File: config.mk
export PLATFORM = sky130hd
export DESIGN_NAME = tcb_timer_bank
export DESIGN_NICKNAME = d
export VERILOG_FILES = /design/src/verilog/tcb_pkg.sv /design/src/verilog/tcb_t16_if.sv /design/src/verilog/tcb_t16.sv /design/src/verilog/tcb_timer_bank.sv
export VERILOG_INCLUDE_DIRS = /design/src /design/src/verilog
export SDC_FILE = /design/constraint.sdc
export NUM_CORES = 1
export LEC_CHECK = 0
export BUFFER_PORTS_ARGS = -buffer_cell sky130_fd_sc_hd__buf_2
export CORE_UTILIZATION = 23
export DETAILED_ROUTE_END_ITERATION = 10
export PLACE_DENSITY_LB_ADDON = 0.1
export SKIP_LAST_GASP = 1
export SLEW_MARGIN = 20
export SYNTH_ARGS = -nofsm -noshare
export SYNTH_HDL_FRONTEND = slang
export SYNTH_SLANG_ARGS = --single-unit
export TNS_END_PERCENT = 100
File: constraint.sdc
create_clock -name clock -period 2.7 [get_ports clock]
set_input_delay 0.54 -clock clock [delete_from_list [all_inputs] [get_ports clock]]
set_output_delay 0.54 -clock clock [all_outputs]
set_load 0.005 [all_outputs]
File: src/verilog/tcb_defines.svh
`ifndef TCB_DEFINES_SVH
`define TCB_DEFINES_SVH
// ****************************************************************
// register byte offsets
// ****************************************************************
`define TCB_OFS_T01_CTL 8'h00
`define TCB_OFS_T0_CNT 8'h04
`define TCB_OFS_T1_CNT 8'h08
`define TCB_OFS_STATUS 8'h10
`define TCB_OFS_TX_BASE 8'h20
`define TCB_OFS_TX_STEP 8'h10
`define TCB_OFS_TX_CTL 8'h00
`define TCB_OFS_TX_CNT 8'h04
`define TCB_OFS_TX_RCAP 8'h08
// ****************************************************************
// control byte field positions
// ****************************************************************
`define TCB_F_MODE_LSB 0
`define TCB_F_CTR 3
`define TCB_F_RUN 4
`define TCB_F_TOG 5
`define TCB_F_HIRUN 6
`define TCB_F_EXTEN 6
// ****************************************************************
// status bit positions
// ****************************************************************
`define TCB_S_T0HI 5
// ****************************************************************
// reset values and timing
// ****************************************************************
`define TCB_RST_CTL 8'h00
`define TCB_RST_CNT 16'h0000
`define TCB_MC_DIV 2
`endif

File: src/verilog/tcb_pkg.sv
// ****************************************************************
// shared types of the timer bank
// ****************************************************************
package tcb_pkg;
    // modes of timers 0 and 1
    typedef enum logic [2:0] {
        TCB_M0 = 3'h0,
        TCB_M1 = 3'h1,
        TCB_M2 = 3'h2,
        TCB_M3 = 3'h3,
        TCB_M6 = 3'h6
    } tcb_m01_t;
    // modes of timers 2 to 4
    typedef enum logic [1:0] {
        TCB_X_RELOAD = 2'h0,
        TCB_X_CAPTURE = 2'h1,
        TCB_X_FREE = 2'h2
    } tcb_mx_t;
endpackage

File: src/verilog/tcb_t16_if.sv
`timescale 1ns/10ps
`default_nettype none
// ****************************************************************
// link between the bank and one 16-bit timer
// ****************************************************************
interface tcb_t16_if;
    logic [1:0] mode;   // operating mode
    logic tick;         // count strobe
    logic ext_fall;     // falling edge on trigger pin
    logic ext_en;       // trigger pin enable
    logic tog_en;       // overflow toggle enable
    logic cnt_wr;       // software count write
    logic rcap_wr;      // software reload/capture write
    logic [15:0] wdata; // merged write data
    logic [15:0] cnt;   // count value
    logic [15:0] rcap;  // reload/capture value
    logic ovf;          // overflow pulse
    logic pin_o;        // toggle pin level
    modport ctl (output mode, tick, ext_fall, ext_en, tog_en, cnt_wr, rcap_wr, wdata,
                 input cnt, rcap, ovf, pin_o);
    modport tmr (input mode, tick, ext_fall, ext_en, tog_en, cnt_wr, rcap_wr, wdata,
                 output cnt, rcap, ovf, pin_o);
endinterface
`default_nettype wire

File: src/verilog/tcb_t16.sv
`timescale 1ns/10ps
`default_nettype none
`include "tcb_defines.svh"
// ****************************************************************
// one 16-bit timer with reload or capture
// ****************************************************************
module tcb_t16 (
    input wire logic clock,
    input wire logic rst_b,
    input wire logic clk_en,
    tcb_t16_if.tmr bus
);
    logic [15:0] cnt_ff;  // count register
    logic [15:0] rcap_ff; // reload/capture register
    logic tog_ff;         // toggle output level
    logic wrap;           // count at all ones
    logic ext_go;         // qualified trigger edge

    assign wrap = (cnt_ff == 16'hFFFF);
    assign ext_go = bus.ext_fall & bus.ext_en;
    // overflow on a strobe at all ones, unless a software count write takes the cycle
    assign bus.ovf = bus.tick & wrap & ~bus.cnt_wr;
    assign bus.cnt = cnt_ff;
    assign bus.rcap = rcap_ff;
    // a released pin reads high at once, not one cycle later
    assign bus.pin_o = tog_ff | ~bus.tog_en;

    // count register: software write, trigger reload, then counting
    always_ff @(posedge clock) begin
        if (!rst_b) begin
            cnt_ff <= `TCB_RST_CNT;
        end else if (clk_en) begin
            if (bus.cnt_wr) begin
                cnt_ff <= bus.wdata;
            end else if (ext_go && bus.mode == tcb_pkg::TCB_X_RELOAD) begin
                cnt_ff <= rcap_ff;
            end else if (bus.tick) begin
                if (wrap && bus.mode == tcb_pkg::TCB_X_RELOAD) begin
                    cnt_ff <= rcap_ff;
                end else begin
                    cnt_ff <= cnt_ff + 16'h0001;
                end
            end
        end
    end

    // reload/capture register
    always_ff @(posedge clock) begin
        if (!rst_b) begin
            rcap_ff <= `TCB_RST_CNT;
        end else if (clk_en) begin
            if (bus.rcap_wr) begin
                rcap_ff <= bus.wdata;
            end else if (ext_go && bus.mode == tcb_pkg::TCB_X_CAPTURE) begin
                rcap_ff <= cnt_ff;
            end
        end
    end

    // toggle output: high while disabled, flips on each overflow
    always_ff @(posedge clock) begin
        if (!rst_b) begin
            tog_ff <= 1'b1;
        end else if (clk_en) begin
            if (!bus.tog_en) begin
                tog_ff <= 1'b1;
            end else if (bus.ovf) begin
                tog_ff <= ~tog_ff;
            end
        end
    end
endmodule
`default_nettype wire

File: src/verilog/tcb_timer_bank.sv
`timescale 1ns/10ps
`default_nettype none
`include "tcb_defines.svh"
module tcb_timer_bank #(
    parameter int MC_DIV = `TCB_MC_DIV
) (
    input wire logic clock,
    input wire logic rst_b,
    input wire logic clk_en,
    input wire logic wb_cyc_i,
    input wire logic wb_stb_i,
    input wire logic wb_we_i,
    input wire logic [7:0] wb_adr_i,
    input wire logic [3:0] wb_sel_i,
    input wire logic [31:0] wb_dat_i,
    output logic [31:0] wb_dat_o,
    output logic wb_ack_o,
    input wire logic timer_zero_pin_i,
    output logic timer_zero_pin_o,
    output logic timer_zero_pin_oe,
    input wire logic timer_one_pin_i,
    output logic timer_one_pin_o,
    output logic timer_one_pin_oe,
    input wire logic [2:0] timer_x_pin_i,
    output logic [2:0] timer_x_pin_o,
    output logic [2:0] timer_x_pin_oe,
    input wire logic [2:0] ext_reload_capture_pin_i,
    output logic [5:0] timer_flag_o
);
    // ****************************************************************
    // helper functions
    // ****************************************************************
    // merge write data into a 16-bit value under byte enables
    function automatic logic [15:0] f_merge16(input logic [15:0] old,
                                              input logic [31:0] wd,
                                              input logic [3:0] sel);
        logic [15:0] r;
        r = old;
        if (sel[0]) begin
            r[7:0] = wd[7:0];
        end
        if (sel[1]) begin
            r[15:8] = wd[15:8];
        end
        return r;
    endfunction
    // one count step of timer 0/1 low part; returns {overflow, next}
    function automatic logic [16:0] f_step(input logic [2:0] mode,
                                           input logic [15:0] c);
        logic [15:0] n;
        logic o;
        logic [13:0] s13;
        logic [8:0] s8;
        n = c;
        o = 1'b0;
        s13 = {1'b0, c[15:8], c[4:0]} + 14'h0001;
        s8 = {1'b0, c[7:0]} + 9'h001;
        unique case (mode)
            tcb_pkg::TCB_M0: begin
                // 5-bit prescaler in low bits, 8-bit counter above
                {o, n[15:8], n[4:0]} = s13;
            end
            tcb_pkg::TCB_M1: begin
                {o, n} = {1'b0, c} + 17'h00001;
            end
            tcb_pkg::TCB_M2: begin
                o = s8[8];
                n[7:0] = s8[8] ? c[15:8] : s8[7:0];
            end
            tcb_pkg::TCB_M3, tcb_pkg::TCB_M6: begin
                // free 8-bit wrap: 256 count strobes per period
                {o, n[7:0]} = s8;
            end
            default: begin
                // unused mode codes hold the count
                n = c;
            end
        endcase
        return {o, n};
    endfunction
    // ****************************************************************
    // machine cycle strobe
    // ****************************************************************
    logic [3:0] mc_cnt_ff; // divider for machine cycle
    logic mc_tick;         // one clock per machine cycle
    assign mc_tick = (mc_cnt_ff == 4'(MC_DIV - 1));
    // free-running divider; the peripheral clock uses the same rate
    always_ff @(posedge clock) begin
        if (!rst_b) begin
            mc_cnt_ff <= 4'h0;
        end else if (clk_en) begin
            mc_cnt_ff <= mc_tick ? 4'h0 : mc_cnt_ff + 4'h1;
        end
    end
    // ****************************************************************
    // pin input synchronisers and falling-edge detect
    // ****************************************************************
    logic [7:0] pin_raw;  // {trigger[2:0], tx[2:0], t1, t0}
    logic [7:0] s1_ff;    // first stage
    logic [7:0] s2_ff;    // second stage
    logic [7:0] s3_ff;    // third stage
    logic [7:0] lvl_ff;   // accepted level
    logic [7:0] fall;     // one-clock falling edge on the machine cycle strobe
    assign pin_raw = {ext_reload_capture_pin_i, timer_x_pin_i,
                      timer_one_pin_i, timer_zero_pin_i};
    // three-stage synchroniser
    always_ff @(posedge clock) begin
        if (!rst_b) begin
            s1_ff <= 8'hFF;
            s2_ff <= 8'hFF;
            s3_ff <= 8'hFF;
        end else if (clk_en) begin
            s1_ff <= pin_raw;
            s2_ff <= s1_ff;
            s3_ff <= s2_ff;
        end
    end
    // edge counts once stages two and three agree, one sample per machine cycle
    assign fall = {8{mc_tick}} & ~(s2_ff ^ s3_ff) & lvl_ff & ~s3_ff;
    // accepted level, sampled once per machine cycle
    always_ff @(posedge clock) begin
        if (!rst_b) begin
            lvl_ff <= 8'hFF;
        end else if (clk_en && mc_tick) begin
            lvl_ff <= (lvl_ff & (s2_ff ^ s3_ff)) | (s3_ff & ~(s2_ff ^ s3_ff));
        end
    end
    // ****************************************************************
    // wishbone slave
    // ****************************************************************
    logic ack_ff;          // answer strobe
    logic [31:0] dat_ff;   // read data
    logic req;             // request pending, not yet answered
    logic wr_go;           // write commits with the answer
    logic [31:0] rd_mux;   // read data selected by address
    logic [7:0] t01_ctl_ff [2];  // timer 0/1 control bytes
    logic [7:0] tx_ctl_ff [3];   // timer 2-4 control bytes
    logic [15:0] t01_cnt_ff [2]; // timer 0/1 counts
    logic [5:0] flag_ff;         // sticky overflow flags
    logic [5:0] flag_set;        // overflow events this cycle
    logic [15:0] tx_cnt [3];     // timer 2-4 counts
    logic [15:0] tx_rcap [3];    // timer 2-4 reload/capture values
    assign req = wb_cyc_i & wb_stb_i & ~ack_ff;
    assign wr_go = wb_cyc_i & wb_stb_i & wb_we_i & ack_ff;
    assign wb_ack_o = ack_ff;
    assign wb_dat_o = dat_ff;
    // answer one cycle after the request, for one cycle
    always_ff @(posedge clock) begin
        if (!rst_b) begin
            ack_ff <= 1'b0;
        end else if (clk_en) begin
            ack_ff <= req;
        end
    end
    // read data decode; unmapped words read zero
    always_comb begin
        rd_mux = 32'h0000_0000;
        unique case (wb_adr_i)
            `TCB_OFS_T01_CTL: rd_mux = {16'h0000, t01_ctl_ff[1], t01_ctl_ff[0]};
            `TCB_OFS_T0_CNT: rd_mux = {16'h0000, t01_cnt_ff[0]};
            `TCB_OFS_T1_CNT: rd_mux = {16'h0000, t01_cnt_ff[1]};
            `TCB_OFS_STATUS: rd_mux = {26'h0, flag_ff};
            default: begin
                for (int k = 0; k < 3; k++) begin
                    if (wb_adr_i == 8'(`TCB_OFS_TX_BASE + k * `TCB_OFS_TX_STEP
                                        + `TCB_OFS_TX_CTL)) begin
                        rd_mux = {24'h0, tx_ctl_ff[k]};
                    end
                    if (wb_adr_i == 8'(`TCB_OFS_TX_BASE + k * `TCB_OFS_TX_STEP
                                        + `TCB_OFS_TX_CNT)) begin
                        rd_mux = {16'h0, tx_cnt[k]};
                    end
                    if (wb_adr_i == 8'(`TCB_OFS_TX_BASE + k * `TCB_OFS_TX_STEP
                                        + `TCB_OFS_TX_RCAP)) begin
                        rd_mux = {16'h0, tx_rcap[k]};
                    end
                end
            end
        endcase
    end
    // read data taken at the request, shown with the answer
    always_ff @(posedge clock) begin
        if (!rst_b) begin
            dat_ff <= 32'h0000_0000;
        end else if (clk_en && req) begin
            dat_ff <= wb_we_i ? 32'h0000_0000 : rd_mux;
        end
    end
    // ****************************************************************
    // control registers
    // ****************************************************************
    // timer 0/1 control bytes, byte lanes 0 and 1
    always_ff @(posedge clock) begin
        if (!rst_b) begin
            t01_ctl_ff[0] <= `TCB_RST_CTL;
            t01_ctl_ff[1] <= `TCB_RST_CTL;
        end else if (clk_en && wr_go && wb_adr_i == `TCB_OFS_T01_CTL) begin
            if (wb_sel_i[0]) begin
                t01_ctl_ff[0] <= wb_dat_i[7:0];
            end
            if (wb_sel_i[1]) begin
                t01_ctl_ff[1] <= wb_dat_i[15:8];
            end
        end
    end
    // timer 2-4 control bytes
    always_ff @(posedge clock) begin
        if (!rst_b) begin
            for (int k = 0; k < 3; k++) begin
                tx_ctl_ff[k] <= `TCB_RST_CTL;
            end
        end else if (clk_en && wr_go && wb_sel_i[0]) begin
            for (int k = 0; k < 3; k++) begin
                if (wb_adr_i == 8'(`TCB_OFS_TX_BASE + k * `TCB_OFS_TX_STEP
                                    + `TCB_OFS_TX_CTL)) begin
                    tx_ctl_ff[k] <= wb_dat_i[7:0];
                end
            end
        end
    end

    // sticky flags: an event in the clearing cycle wins over the clear
    always_ff @(posedge clock) begin
        if (!rst_b) begin
            flag_ff <= 6'h00;
        end else if (clk_en) begin
            if (wr_go && wb_adr_i == `TCB_OFS_STATUS && wb_sel_i[0]) begin
                flag_ff <= (flag_ff & ~wb_dat_i[5:0]) | flag_set;
            end else begin
                flag_ff <= flag_ff | flag_set;
            end
        end
    end
    assign timer_flag_o = flag_ff;
    // ****************************************************************
    // timers 0 and 1
    // ****************************************************************
    logic [1:0] t01_tick;    // low part count strobe
    logic [1:0] t01_ovf;     // low part overflow
    logic t0_hi_tick;        // timer 0 high byte strobe in mode 3
    logic t0_hi_ovf;         // timer 0 high byte overflow
    logic [16:0] t01_nxt [2]; // step results
    logic [1:0] t01_tog_ff;  // toggle output levels
    logic [1:0] t01_pwm;     // pwm output levels
    logic [1:0] t01_pin;     // final pin levels
    always_comb begin
        for (int i = 0; i < 2; i++) begin
            // machine cycle or falling count-pin edge
            t01_tick[i] = t01_ctl_ff[i][`TCB_F_RUN]
                        & (t01_ctl_ff[i][`TCB_F_CTR] ? fall[i] : mc_tick);
            t01_nxt[i] = f_step(t01_ctl_ff[i][2:0], t01_cnt_ff[i]);
            // pwm: high while low byte is below the high byte
            t01_pwm[i] = (t01_cnt_ff[i][7:0] < t01_cnt_ff[i][15:8]);
            // a released pin reads high in every mode
            t01_pin[i] = ~t01_ctl_ff[i][`TCB_F_TOG]
                       | ((t01_ctl_ff[i][2:0] == tcb_pkg::TCB_M6) ? t01_pwm[i]
                                                                  : t01_tog_ff[i]);
        end
        // timer 1 in mode 3 holds its count; baud use reads the count as is
        if (t01_ctl_ff[1][2:0] == tcb_pkg::TCB_M3) begin
            t01_tick[1] = 1'b0;
        end
        t01_ovf[0] = t01_tick[0] & t01_nxt[0][16];
        t01_ovf[1] = t01_tick[1] & t01_nxt[1][16];
    end
    // timer 0 high byte runs alone in mode 3 on machine cycles
    assign t0_hi_tick = (t01_ctl_ff[0][2:0] == tcb_pkg::TCB_M3)
                      & t01_ctl_ff[0][`TCB_F_HIRUN] & mc_tick;
    assign t0_hi_ovf = t0_hi_tick & (t01_cnt_ff[0][15:8] == 8'hFF);
    // counts: software write first, then counting
    always_ff @(posedge clock) begin
        if (!rst_b) begin
            t01_cnt_ff[0] <= `TCB_RST_CNT;
            t01_cnt_ff[1] <= `TCB_RST_CNT;
        end else if (clk_en) begin
            for (int i = 0; i < 2; i++) begin
                if (wr_go && wb_adr_i == 8'(`TCB_OFS_T0_CNT + 4 * i)) begin
                    t01_cnt_ff[i] <= f_merge16(t01_cnt_ff[i], wb_dat_i, wb_sel_i);
                end else begin
                    if (t01_tick[i]) begin
                        t01_cnt_ff[i] <= t01_nxt[i][15:0];
                    end
                    if (i == 0 && t0_hi_tick) begin
                        // second 8-bit counter in the high byte
                        t01_cnt_ff[0][15:8] <= t01_cnt_ff[0][15:8] + 8'h01;
                    end
                end
            end
        end
    end

    // toggle outputs: held high until the first overflow
    always_ff @(posedge clock) begin
        if (!rst_b) begin
            t01_tog_ff <= 2'b11;
        end else if (clk_en) begin
            for (int i = 0; i < 2; i++) begin
                if (!t01_ctl_ff[i][`TCB_F_TOG]) begin
                    t01_tog_ff[i] <= 1'b1;
                end else if (t01_ovf[i]) begin
                    t01_tog_ff[i] <= ~t01_tog_ff[i];
                end
            end
        end
    end

    // the count pin doubles as toggle output when enabled
    assign timer_zero_pin_o = t01_pin[0];
    assign timer_zero_pin_oe = t01_ctl_ff[0][`TCB_F_TOG];
    assign timer_one_pin_o = t01_pin[1];
    assign timer_one_pin_oe = t01_ctl_ff[1][`TCB_F_TOG];
    // ****************************************************************
    // timers 2 to 4
    // ****************************************************************
    logic [2:0] tx_ovf; // overflow pulses
    for (genvar k = 0; k < 3; k++) begin : g_tx
        tcb_t16_if tbus ();
        assign tbus.mode = tx_ctl_ff[k][1:0];
        // peripheral clock or falling count-pin edge
        assign tbus.tick = tx_ctl_ff[k][`TCB_F_RUN]
                         & (tx_ctl_ff[k][`TCB_F_CTR] ? fall[2 + k] : mc_tick);
        assign tbus.ext_fall = fall[5 + k];
        assign tbus.ext_en = tx_ctl_ff[k][`TCB_F_EXTEN];
        assign tbus.tog_en = tx_ctl_ff[k][`TCB_F_TOG];
        assign tbus.cnt_wr = wr_go & (wb_adr_i == 8'(`TCB_OFS_TX_BASE
                             + k * `TCB_OFS_TX_STEP + `TCB_OFS_TX_CNT));
        assign tbus.rcap_wr = wr_go & (wb_adr_i == 8'(`TCB_OFS_TX_BASE
                              + k * `TCB_OFS_TX_STEP + `TCB_OFS_TX_RCAP));
        assign tbus.wdata = f_merge16(tbus.cnt_wr ? tbus.cnt : tbus.rcap,
                                      wb_dat_i, wb_sel_i);
        assign tx_cnt[k] = tbus.cnt;
        assign tx_rcap[k] = tbus.rcap;
        assign tx_ovf[k] = tbus.ovf;
        assign timer_x_pin_o[k] = tbus.pin_o;
        assign timer_x_pin_oe[k] = tx_ctl_ff[k][`TCB_F_TOG];
        tcb_t16 u_t16 (
            .clock(clock),
            .rst_b(rst_b),
            .clk_en(clk_en),
            .bus(tbus)
        );
    end
    // overflow events gathered for the flags
    assign flag_set = {t0_hi_ovf, tx_ovf, t01_ovf};
endmodule
`default_nettype wire

Yosys cells after proc, flatten, opt, wreduce, memory -nomap -nowiden
Memory sizes are Yosys's and may differ from the RTL's.
Index checks and enable logic that the tools add are counted.
{"block": "totals", "register_bits": 176, "mem_bits_rw": 72, "input_bits": 58, "output_inout_bits": 49, "mem_count": 3}
{"block": "classes", "addsub": 11, "magnitude_cmp": 2, "n_eq_ne": 33, "n_mux": 138, "n_bitwise": 71, "reduce_logical": 45}
{"name": "t01_cnt_ff", "words": 2, "word_bits": 16, "rd": 2, "rd_clocked_by_memory_dff": 0, "wr": 2, "line": "tcb_timer_bank.sv:138", "rtl": "logic [15:0] t01_cnt_ff [2];"}
{"name": "tx_ctl_ff", "words": 3, "word_bits": 8, "rd": 3, "rd_clocked_by_memory_dff": 0, "wr": 3, "line": "tcb_timer_bank.sv:137", "rtl": "logic [7:0] tx_ctl_ff [3];"}
{"name": "t01_ctl_ff", "words": 2, "word_bits": 8, "rd": 2, "rd_clocked_by_memory_dff": 0, "wr": 2, "line": "tcb_timer_bank.sv:136", "rtl": "logic [7:0] t01_ctl_ff [2];"}
{"cell": "16-bit two-way mux", "count": 25}
{"cell": "32-bit two-way mux", "count": 9}
{"cell": "8-bit two-way mux", "count": 31}
{"cell": "32-bit case mux with 4 select lines", "count": 1}
{"cell": "1-bit two-way mux", "count": 62}
{"cell": "16-bit by 1-bit adder with 16-bit output (second input constant)", "count": 3}
{"cell": "16-bit == test (second input constant)", "count": 3}
{"cell": "8-bit by 6-bit == test with 1-bit output (second input constant)", "count": 6}
{"cell": "8-bit AND", "count": 5}
{"cell": "5-bit case mux with 4 select lines", "count": 2}
{"cell": "16-bit by 1-bit adder with 17-bit output (second input constant)", "count": 2}
{"cell": "8-bit case mux with 2 select lines", "count": 2}
{"cell": "1-bit AND", "count": 29}
{"cell": "13-bit by 1-bit adder with 14-bit output (second input constant)", "count": 2}
{"cell": "8-bit by 7-bit == test with 1-bit output (second input constant)", "count": 3}
{"cell": "2-bit AND reduction", "count": 11}
{"cell": "8-bit by 1-bit adder with 9-bit output (second input constant)", "count": 2}
{"cell": "1-bit logical AND", "count": 18}
{"cell": "3-bit case mux with 3 select lines", "count": 2}
{"cell": "8-bit < comparator", "count": 2}
{"cell": "8-bit inverter", "count": 2}
{"cell": "1-bit OR", "count": 15}
{"cell": "1-bit inverter", "count": 14}
{"cell": "3-bit by 2-bit == test with 1-bit output (second input constant)", "count": 4}
{"cell": "27 further kinds", "count": 45}

Depth between registers and ports, before layout
Gate-level depths: netlist (run 1).
{"block": "depth", "ltp_word": 14, "ltp_mapped": 11}

Modules after synthesis
A second synthesis (run 1) with hierarchy kept.
{"block": "unflattened", "hier_cells": 1880, "hier_area_um2": 15728.8}
{"module": "tcb_timer_bank", "instances": 1, "cells_each": 1175, "area_per_inst_um2": 9651.8}
{"module": "tcb_t16", "instances": 3, "cells_each": 235, "area_per_inst_um2": 2025.7}

Worst setup path before layout (run 1)
No wires, ideal clock.
{"block": "synth_path", "path_kind": "input port to flip-flop", "startpoint": "in wb_adr_i[2]", "endpoint": "mem t01_cnt_ff[0][10] (enable)", "setup_time_ns": 0.384, "arrival_time_ns": 2.470, "required_ns": 2.316, "setup_slack_ns": -0.154, "cell_stages": 8, "n_path_buf": 3, "path_cell_list": "buf_4 nor2b_1 clkbuf_1 o2111a_1 o21ai_1 clkbuf_1 nor3_1 o21ai_0"}
{"element": "start: declaration", "line": "tcb_timer_bank.sv:13", "rtl": "input wire logic [7:0] wb_adr_i,"}
{"element": "end: declaration", "line": "tcb_timer_bank.sv:138"}

==> flow_metrics.env, run 1 <==
export IMPL_drt_total_wl_microns=74500
export IMPL_ys_seq_area_share_pct=34.8
export IMPL_required_ns=2.16
export IMPL_worst_pin_slew_ns=0.867
export IMPL_max_slew_margin_pct=41.8
export IMPL_drt_iter0_drc=1442
export IMPL_power_per_cell_area_nw_per_um2=470
export IMPL_die_x_microns=261
export IMPL_endpoint_kind="output pin"
export IMPL_gp_congestion=0.893
export IMPL_dieArea_sq_um=68000
export IMPL_met1_usage_pct=31.5
export IMPL_critPathKind="flop to output pin"
export IMPL_ff2ff_path_depth=9
export IMPL_critPathTopFamily="compound AO/OA/AOI/OAI gates"
export IMPL_min_period_over_period_pct=104
export IMPL_antenna_found_initial=2
export IMPL_final_cell_area_sq_um=19000
export IMPL_overflow=0
export IMPL_maxCapViolCount=0
export IMPL_synthFlopType="dfxtp_1"
export IMPL_crit_buf_inv=1
export IMPL_dp_hpwl_microns=55700
export IMPL_use_met2_pct=33.1
export IMPL_ys_seq_elements=232
export IMPL_met3_usage_pct=3.08
export IMPL_yosys_area_top_type="dfxtp_1"
export IMPL_firstDrtPassIters=8
export IMPL_drv_slew=0
export IMPL_grt_max_degree=94
export IMPL_setup_viol=2
export IMPL_synth_edf_count=72
export IMPL_finalCriticalPeriod_ns=2.81
export IMPL_clockBufferDepth=3
export IMPL_synthCells=1926
export IMPL_worst_slack_ns=-0.106
export IMPL_hold_buffers=0
export IMPL_holdCritPathClass="primary input to flop"
export IMPL_port_buffers=72
export IMPL_grt_busiest_layer="met2"
export IMPL_status="finished with violations"
export IMPL_io_pins=107
export IMPL_rsz0062_at_grt="yes"
export IMPL_syn_area_sq_um=15400
export IMPL_arrival_ns=2.27
export IMPL_crit_path_start_kind="flop"
export IMPL_drive_above_1_share_pct=19.1
export IMPL_crit_path_frequent_cell="a21o_1"
export IMPL_syn_to_final_growth_pct=23.3
export IMPL_die_h_microns=261
export IMPL_root_buffer="clkbuf_16"
export IMPL_h_tree_depth=1
export IMPL_tns_ns=-0.164
export IMPL_max_freq_mhz=356
export IMPL_post_drt_wl_per_cell_microns=25.0
export IMPL_cts_tree="done"
export IMPL_cts_buffers=30
export IMPL_start_util_pct=23.3
export IMPL_dpl_cell_area_sq_um=17900
export IMPL_dp_slack_ns=-0.0908
export IMPL_clock_latency_ns=0.61
export IMPL_grt_pass1_vias=14800
export IMPL_synth_distinct_cells=88
export IMPL_fin_skew_ns=0.0199
export IMPL_drc_errors=1
export IMPL_hold_worst_slack_ns=0.155
export IMPL_grt_usage_pct=21.6
export IMPL_violations="design-rule violations, negative setup slack"
export IMPL_syn_avg_cell_area_sq_um=8.00
export IMPL_clkSinkCount=232
export IMPL_std_cell_rows=94
export IMPL_vias=15800
export IMPL_cts_clk_slew_worst_paths_ns=0.06
export IMPL_irDropWorstVdd_mv=0.498
export IMPL_final_nets=2167
export IMPL_slowest_stage="edfxtp_1"
export IMPL_num_antenna_cells=0
export IMPL_routed_via_density=5.32
export IMPL_hold_depth=3
export IMPL_power_total_mw=8.92
export IMPL_grt_pass1_wl_microns=108000
export IMPL_path_cells="ha_1 > a21o_1 > a21o_1 > a21oi_2 > nor2b_1 > o21ai_1 > a31o_2 > buf_2"
export IMPL_design_core_area_sq_um=66000
export IMPL_synthArstFlopShare_pct=0
export IMPL_p_leak_nw=6.83
export IMPL_yosysWarnings=0
export IMPL_synth_top_area_share_pct=20.8
export IMPL_yosys_top_cells_area="dfxtp_1 (21%), edfxtp_1 (14%), nand2_1 (5.7%), o21ai_0 (5.0%), a21oi_1 (4.3%)"
export IMPL_cp_depth=8
export IMPL_hold_viol=0
export IMPL_critPathMaxStageDelay_ns=0.46
export IMPL_critPathMaxFanout=2
export IMPL_ant_nets=0
[flip-flops by register name, summed over array words and instances, names as in the netlist, 6 cells and up, named ones only]
register	count
g_tx.u_t16.bus.rcap	48
s2_ff	8
tx_ctl_ff	24
g_tx.u_t16.bus.cnt	48
wb_dat_o	16
timer_flag_o	6
s1_ff	8
t01_ctl_ff	16
t01_cnt_ff	32
s3_ff	8
[area by class of cell]
cell class | count | area (sq um)
Fill cell | 7119 | 47000
Multi-Input combinational cell | 1475 | 9100
Sequential cell | 232 | 5370
Timing Repair Buffer | 301 | 2250
Tap cell | 864 | 1080
Clock buffer | 35 | 800
Clock inverter | 21 | 211
Inverter | 49 | 184
[report_power, final]
part	switching (mW)	internal [mW]	total (mW)
Combinational	0.624	0.302	0.926
Clock	1.77	2.48	4.26
Sequential	0.0786	3.66	3.74
Total	2.48	6.44	8.92
[cell families after synthesis]
kind of cell | share of synthesized area [%]
other | 0.0243
xor gates and xnor gates | 3.81
DFF | 34.8
muxes | 5.02
adders and majority gates | 1.69
and+or+nand+nor | 21.7
buffers and inverters | 6.73
AOI/OAI and AO/OA | 26.2
[per-layer routing]
| metal | wire [microns] | part of all wire (%) |
|---|---|---|
| met4 | 1800 | 2.4 |
| met1 | 35800 | 48 |
| met3 | 4000 | 5.4 |
| met5 | 0 | 0 |
| met2 | 32800 | 44 |
[cells in the final DEF, fill, tap and decap left out, types with 21 or more instances in the layout]
master | netlist | layout
nand2_1 | 233 | 233
buf_4 | 28 | 218
dfxtp_1 | 160 | 160
o21ai_0 | 153 | 150
a21oi_1 | 133 | 131
nor2_1 | 130 | 127
nand3_1 | 93 | 93
edfxtp_1 | 72 | 72
buf_2 | 34 | 70
mux2i_1 | 57 | 57
inv_1 | 49 | 47
o211ai_1 | 45 | 45
xnor2_1 | 44 | 44
a22oi_1 | 42 | 42
o311ai_0 | 38 | 38
nand2b_1 | 37 | 37
and2_1 | 35 | 35
a31oi_1 | 35 | 35
o22ai_1 | 33 | 33
clkbuf_16 | 0 | 30
o21ai_1 | 26 | 29
xor2_1 | 23 | 23
a311oi_1 | 23 | 23
or3_1 | 21 | 21
[what timing repair did]
action / 4_1_cts / 5_1_grt
gates resized for setup: 6 / 2
buffers inserted: 7 / 5
endpoints found under the hold margin: 0 / 0
setup endpoints to repair: 3 / 30
pin swaps: 7 / 0
[stage by stage]
step	utilization, %	cells
2_1_floorplan	-	1941
3_3_place_gp	27.1	2909
3_5_place_dp	27.1	2909
4_1_cts	28.7	2972
5_1_grt	28.8	2977
6_report	28.8	2977
[worst paths after layout]
kind	from	end	slack, ns
min	ext_reload_capture_pin_i[2]	s1_ff[7]	0.16
min reg2reg	s1_ff[1]	s1_ff[1]	0.47
max reg2reg	t01_cnt_ff[0][1]	t01_cnt_ff[0][10]	0.16
max	t01_cnt_ff[0][1]	timer_zero_pin_o	-0.11
[worst reg2reg max path, stage by stage (launching register included)]
cell and delay (ns):
edfxtp_1 0.43, buf_4 0.16, ha_1 0.19, and4_1 0.29
nand4_1 0.23, mux2_2 0.37, nand2_1 0.16, nand2_1 0.09
xnor2_1 0.13, a22o_1 0.23
[synth_stat cells, drive strengths merged, types with 38 or more instances]
cell type,n
nand2,234
nand2b,38
mux2i,57
inv,49
a21oi,134
o21ai,180
xnor2,44
o311ai,38
edfxtp,72
clkbuf,116
nand3,93
o211ai,48
a22oi,42
buf,69
nor2,131
dfxtp,160
Power figures use the tool's default switching activity.
==> inputs of run 2 (changes only) <==
- MAX_ROUTING_LAYER: not set -> met4
==> flow_metrics.env, run 2 (same netlist as run 1, synthesis figures left out) <==
export IMPL_drv_slew=0
export IMPL_required_ns=2.16
export IMPL_worst_slack_ns=-0.0938
export IMPL_grt_usage_pct=22.2
export IMPL_met1_usage_pct=31.2
export IMPL_drive_above_1_share_pct=20.0
export IMPL_setup_viol=2
export IMPL_syn_to_final_growth_pct=24.7
export IMPL_grt_max_degree=94
export IMPL_drc_errors=2
export IMPL_maxCapViolCount=0
export IMPL_post_drt_wl_per_cell_microns=25.0
export IMPL_worst_pin_slew_ns=0.778
export IMPL_root_buffer="clkbuf_16"
export IMPL_grt_pass1_vias=15000
export IMPL_grt_busiest_layer="met2"
export IMPL_dp_hpwl_microns=55700
export IMPL_dieArea_sq_um=68000
export IMPL_cts_clk_slew_worst_paths_ns=0.06
export IMPL_port_buffers=72
export IMPL_fillers=7128
export IMPL_final_cell_mix="nand2_1 (233), buf_4 (226), dfxtp_1 (160)"
export IMPL_status="finished with violations"
export IMPL_place_inst=2911
export IMPL_min_period_over_period_pct=103
export IMPL_ant_nets=0
export IMPL_use_met2_pct=32.6
export IMPL_finalCriticalPeriod_ns=2.79
export IMPL_rrSetupSlack_ns=0.13
export IMPL_design_core_area_sq_um=66000
export IMPL_crit_buf_inv=2
export IMPL_hold_viol=0
export IMPL_p_leak_nw=6.93
export IMPL_gp_congestion=0.925
export IMPL_clock_latency_ns=0.61
export IMPL_routed_via_density=5.32
export IMPL_final_nets=2177
export IMPL_power_per_cell_area_nw_per_um2=486
export IMPL_arrival_ns=2.25
export IMPL_clkSinkCount=232
export IMPL_die_h_microns=261
export IMPL_violations="design-rule violations, negative setup slack"
export IMPL_rsz0062_at_grt="yes"
export IMPL_overflow=0
export IMPL_slowest_stage="edfxtp_1"
export IMPL_max_freq_mhz=358
export IMPL_path_cells="buf_6 > nand2b_1 > a21o_1 > a21o_1 > a21oi_2 > nor2b_1 > o21ai_1 > a31o_2 > buf_2"
export IMPL_critPathKind="flop to output pin"
export IMPL_fin_skew_ns=0.0131
export IMPL_endpoint_kind="output pin"
export IMPL_critPathTopFamily="compound AO/OA/AOI/OAI gates"
export IMPL_std_cell_rows=94
export IMPL_hold_buffers=0
export IMPL_cts_tree="done"
export IMPL_max_slew_margin_pct=47.6
export IMPL_clockBufferDepth=3
export IMPL_crit_path_frequent_cell="a21o_1"
export IMPL_dp_slack_ns=-0.109
export IMPL_drt_iter0_drc=1526
export IMPL_grt_pass1_wl_microns=108000
export IMPL_drt_total_wl_microns=74700
export IMPL_start_util_pct=23.3
export IMPL_cts_buffers=31
export IMPL_io_pins=107
export IMPL_h_tree_depth=1
export IMPL_crit_path_start_kind="flop"
export IMPL_vias=15900
export IMPL_die_x_microns=261
export IMPL_holdCritPathClass="primary input to flop"
export IMPL_critPathMaxFanout=5
export IMPL_firstDrtPassIters=9
export IMPL_met3_usage_pct=3.82
export IMPL_hold_worst_slack_ns=0.152
export IMPL_antenna_found_initial=5
export IMPL_irDropWorstVdd_mv=0.455
export IMPL_final_common_cell="nand2_1"
export IMPL_power_total_mw=9.34
export IMPL_stdcell_count=2989
export IMPL_critPathMaxStageDelay_ns=0.42
-- run 2: cell types whose count changed in the layout (fill, tap and decap cells not counted), sizes merged --
cell | previous run | this run
buf | 301 | 310
bufinv | 4 | 6
clkbuf | 35 | 40
clkinv | 17 | 8
clkinvlp | 0 | 3
diode | 0 | 1
inv | 49 | 50
-- run 2: worst paths after layout --
kind | startpoint | endpoint | cells past startpoint
worst max-delay path | t01_cnt_ff[0][0] | timer_zero_pin_o | 9
worst min-delay path | timer_zero_pin_i | s1_ff[0] | 3
worst max register to register | t01_cnt_ff[0][1] | t01_cnt_ff[0][5] | 12
worst min register to register | s1_ff[4] | s1_ff[4] | 2
-- run 2: timing repair --
item / 4_1_cts / 5_1_grt
buffers inserted: 11 / 8
pin swaps: 10 / 5
setup endpoints to repair: 5 / 41
gates resized for setup: 7 / 7
-- run 2: layout make-up --
cell class / instances / area (sq um) / share of cell area [%]
Antenna cell: 1 / 2.50 / 0.0130
Clock buffer: 40 / 871 / 4.53
Clock inverter: 18 / 260 / 1.35
Inverter: 49 / 184 / 0.957
Multi-Input combinational cell: 1475 / 9130 / 47.5
Sequential cell: 232 / 5370 / 27.9
Tap cell: 864 / 1080 / 5.63
Timing Repair Buffer: 310 / 2320 / 12.1
-- run 2: through the flow --
stage	util [%]	instance area [sq um]	TNS (ns)
final	29.1	19200	-0.143
after global routing	29.1	19200	-0.366
after CTS	28.9	19100	-0.199
after detailed placement	27.1	17900	-1.27
after global placement	27.1	17900	-1.55
after floorplan	-	15500	0
-- run 2: power by group --
| part | internal [mW] | switching (mW) |
|---|---|---|
| Combinational | 0.307 | 0.631 |
| Sequential | 3.66 | 0.0752 |
| Clock | 2.85 | 1.82 |
-- run 2: worst register-to-register path, stage by stage (launching register included) --
cell	delay (ns)
edfxtp_1	0.43
buf_4	0.14
buf_4	0.09
buf_4	0.11
ha_1	0.20
and4_1	0.29
nand4_1	0.14
buf_4	0.17
nor3_1	0.13
buf_4	0.18
nor2_1	0.05
a21oi_1	0.30
o21ai_1	0.09
-- run 2: per-layer routing --
metal | wire length (microns) | up-vias
met5 | 0 | -
met4 | 2090 | 0
met3 | 5030 | 100
met2 | 32400 | 576
met1 | 35200 | 7778
li1 | - | 7450
==> inputs of run 3 (changes only) <==
- CORE_MARGIN: not set -> 2
==> flow_metrics.env, run 3 (same netlist as run 1, synthesis figures left out) <==
export IMPL_met1_usage_pct=30.5
export IMPL_ff2ff_path_depth=8
export IMPL_hold_depth=3
export IMPL_status="finished with violations"
export IMPL_use_met2_pct=32.6
export IMPL_dpl_cell_area_sq_um=17900
export IMPL_final_cell_area_sq_um=19200
export IMPL_post_drt_wl_per_cell_microns=24.9
export IMPL_max_freq_mhz=368
export IMPL_io_pins=107
export IMPL_required_ns=2.16
export IMPL_crit_path_start_kind="flop"
export IMPL_port_buffers=72
export IMPL_cts_buffers=34
export IMPL_routed_via_density=5.30
export IMPL_arrival_ns=2.17
export IMPL_final_common_cell="nand2_1"
export IMPL_overflow=0
export IMPL_drv_slew=0
export IMPL_die_h_microns=263
export IMPL_grt_pass1_wl_microns=107000
export IMPL_holdCritPathClass="primary input to flop"
export IMPL_final_nets=2168
export IMPL_met3_usage_pct=2.24
export IMPL_power_total_mw=9.29
export IMPL_fin_skew_ns=0.0183
export IMPL_grt_pass1_vias=15000
export IMPL_violations="negative setup slack"
export IMPL_vias=15800
export IMPL_worst_slack_ns=-0.0144
export IMPL_rsz0062_at_grt="yes"
export IMPL_min_period_over_period_pct=101
export IMPL_cts_clk_slew_worst_paths_ns=0.06
export IMPL_worst_pin_slew_ns=0.952
export IMPL_clkSinkCount=232
export IMPL_endpoint_kind="output pin"
export IMPL_critPathMaxFanout=4
export IMPL_drt_iter0_drc=1531
export IMPL_clockBufferDepth=3
export IMPL_fillers=7127
export IMPL_firstDrtPassIters=5
export IMPL_gp_congestion=0.931
export IMPL_critPathKind="flop to output pin"
export IMPL_die_x_microns=263
export IMPL_h_tree_depth=2
export IMPL_antenna_found_initial=3
export IMPL_power_per_cell_area_nw_per_um2=484
export IMPL_root_buffer="clkbuf_16"
export IMPL_drc_errors=0
export IMPL_setup_viol=1
export IMPL_hold_buffers=0
export IMPL_grt_max_degree=94
export IMPL_irDropWorstVdd_mv=0.335
export IMPL_p_leak_nw=6.92
export IMPL_cts_tree="done"
export IMPL_finalCriticalPeriod_ns=2.71
export IMPL_ant_nets=0
export IMPL_clock_latency_ns=0.54
export IMPL_syn_to_final_growth_pct=24.6
export IMPL_max_slew_margin_pct=35.9
export IMPL_maxCapViolCount=0
export IMPL_dieArea_sq_um=69000
export IMPL_std_cell_rows=94
export IMPL_drt_total_wl_microns=74300
export IMPL_start_util_pct=23.3
export IMPL_grt_busiest_layer="met2"
export IMPL_final_cell_mix="nand2_1 (233), buf_4 (209), dfxtp_1 (160)"
export IMPL_design_core_area_sq_um=66000
export IMPL_dp_hpwl_microns=56100
export IMPL_grt_usage_pct=21.6
export IMPL_hold_viol=0
export IMPL_drive_above_1_share_pct=19.5
run 3: stage by stage:
| step | hold WS [ns] | instances | worst slack, ns | setup TNS, ns | utilization (%) |
|---|---|---|---|---|---|
| after global routing | 0.209 | 2978 | -0.103 | -0.193 | 29.1 |
| after CTS | 0.187 | 2974 | -0.0752 | -0.0907 | 29.0 |
| after global placement | 0.448 | 2908 | -0.0513 | -0.585 | 27.2 |
| after floorplan | 0.441 | 1941 | 0.0431 | 0 | - |
| final | 0.215 | 2980 | -0.0144 | -0.0144 | 29.1 |
| after detailed placement | 0.448 | 2908 | -0.0417 | -0.333 | 27.2 |
run 3: path summary, 6_finish.rpt:
path | start | to | slack (ns)
max | t01_cnt_ff[1][10] | timer_one_pin_o | -0.01
min | timer_x_pin_i[2] | s1_ff[4] | 0.21
max reg2reg | mc_cnt_ff[1] | g_tx[1].u_t16.bus.cnt[14] | 0.21
min reg2reg | wb_dat_o[15] | wb_dat_o[15] | 0.45
run 3: area by class of cell:
cell class / instances / area, sq um / share of cell area [%]
diodes: 2 / 5.00 / 0.0261
clock buffers: 51 / 1060 / 5.52
clock inverters: 9 / 81.3 / 0.424
inverters: 49 / 184 / 0.958
multi-input cells: 1475 / 9120 / 47.5
flip-flops and latches: 232 / 5370 / 28.0
well taps: 864 / 1080 / 5.63
repair buffers: 298 / 2300 / 12.0
run 3: what timing repair did:
action,CTS,global route
endpoints found under the setup margin,2,4
setup buffers,6,4
gates resized for setup,5,5
pin swaps,8,7
run 3: report_power, final:
group / switching (mW) / total [mW] / internal [mW]
Sequential: 0.0808 / 3.74 / 3.66
Combinational: 0.620 / 0.926 / 0.306
Clock: 1.81 / 4.62 / 2.81
run 3: routing by layer:
metal  vias up  part of all wire, %
li1       7424                    -
met1      7796                   48
met2       499                   44
met3        86                  5.0
met4         0                  2.3
met5         -                    0
run 3: worst max-delay path, cell delays in order (launching register included):
cell and delay (ns):
edfxtp_1 0.49, inv_1 0.17, ha_1 0.24, a21o_1 0.18, a21oi_2 0.12, nor2b_1 0.05, o21ai_1 0.11, a31o_2 0.17
buf_2 0.10
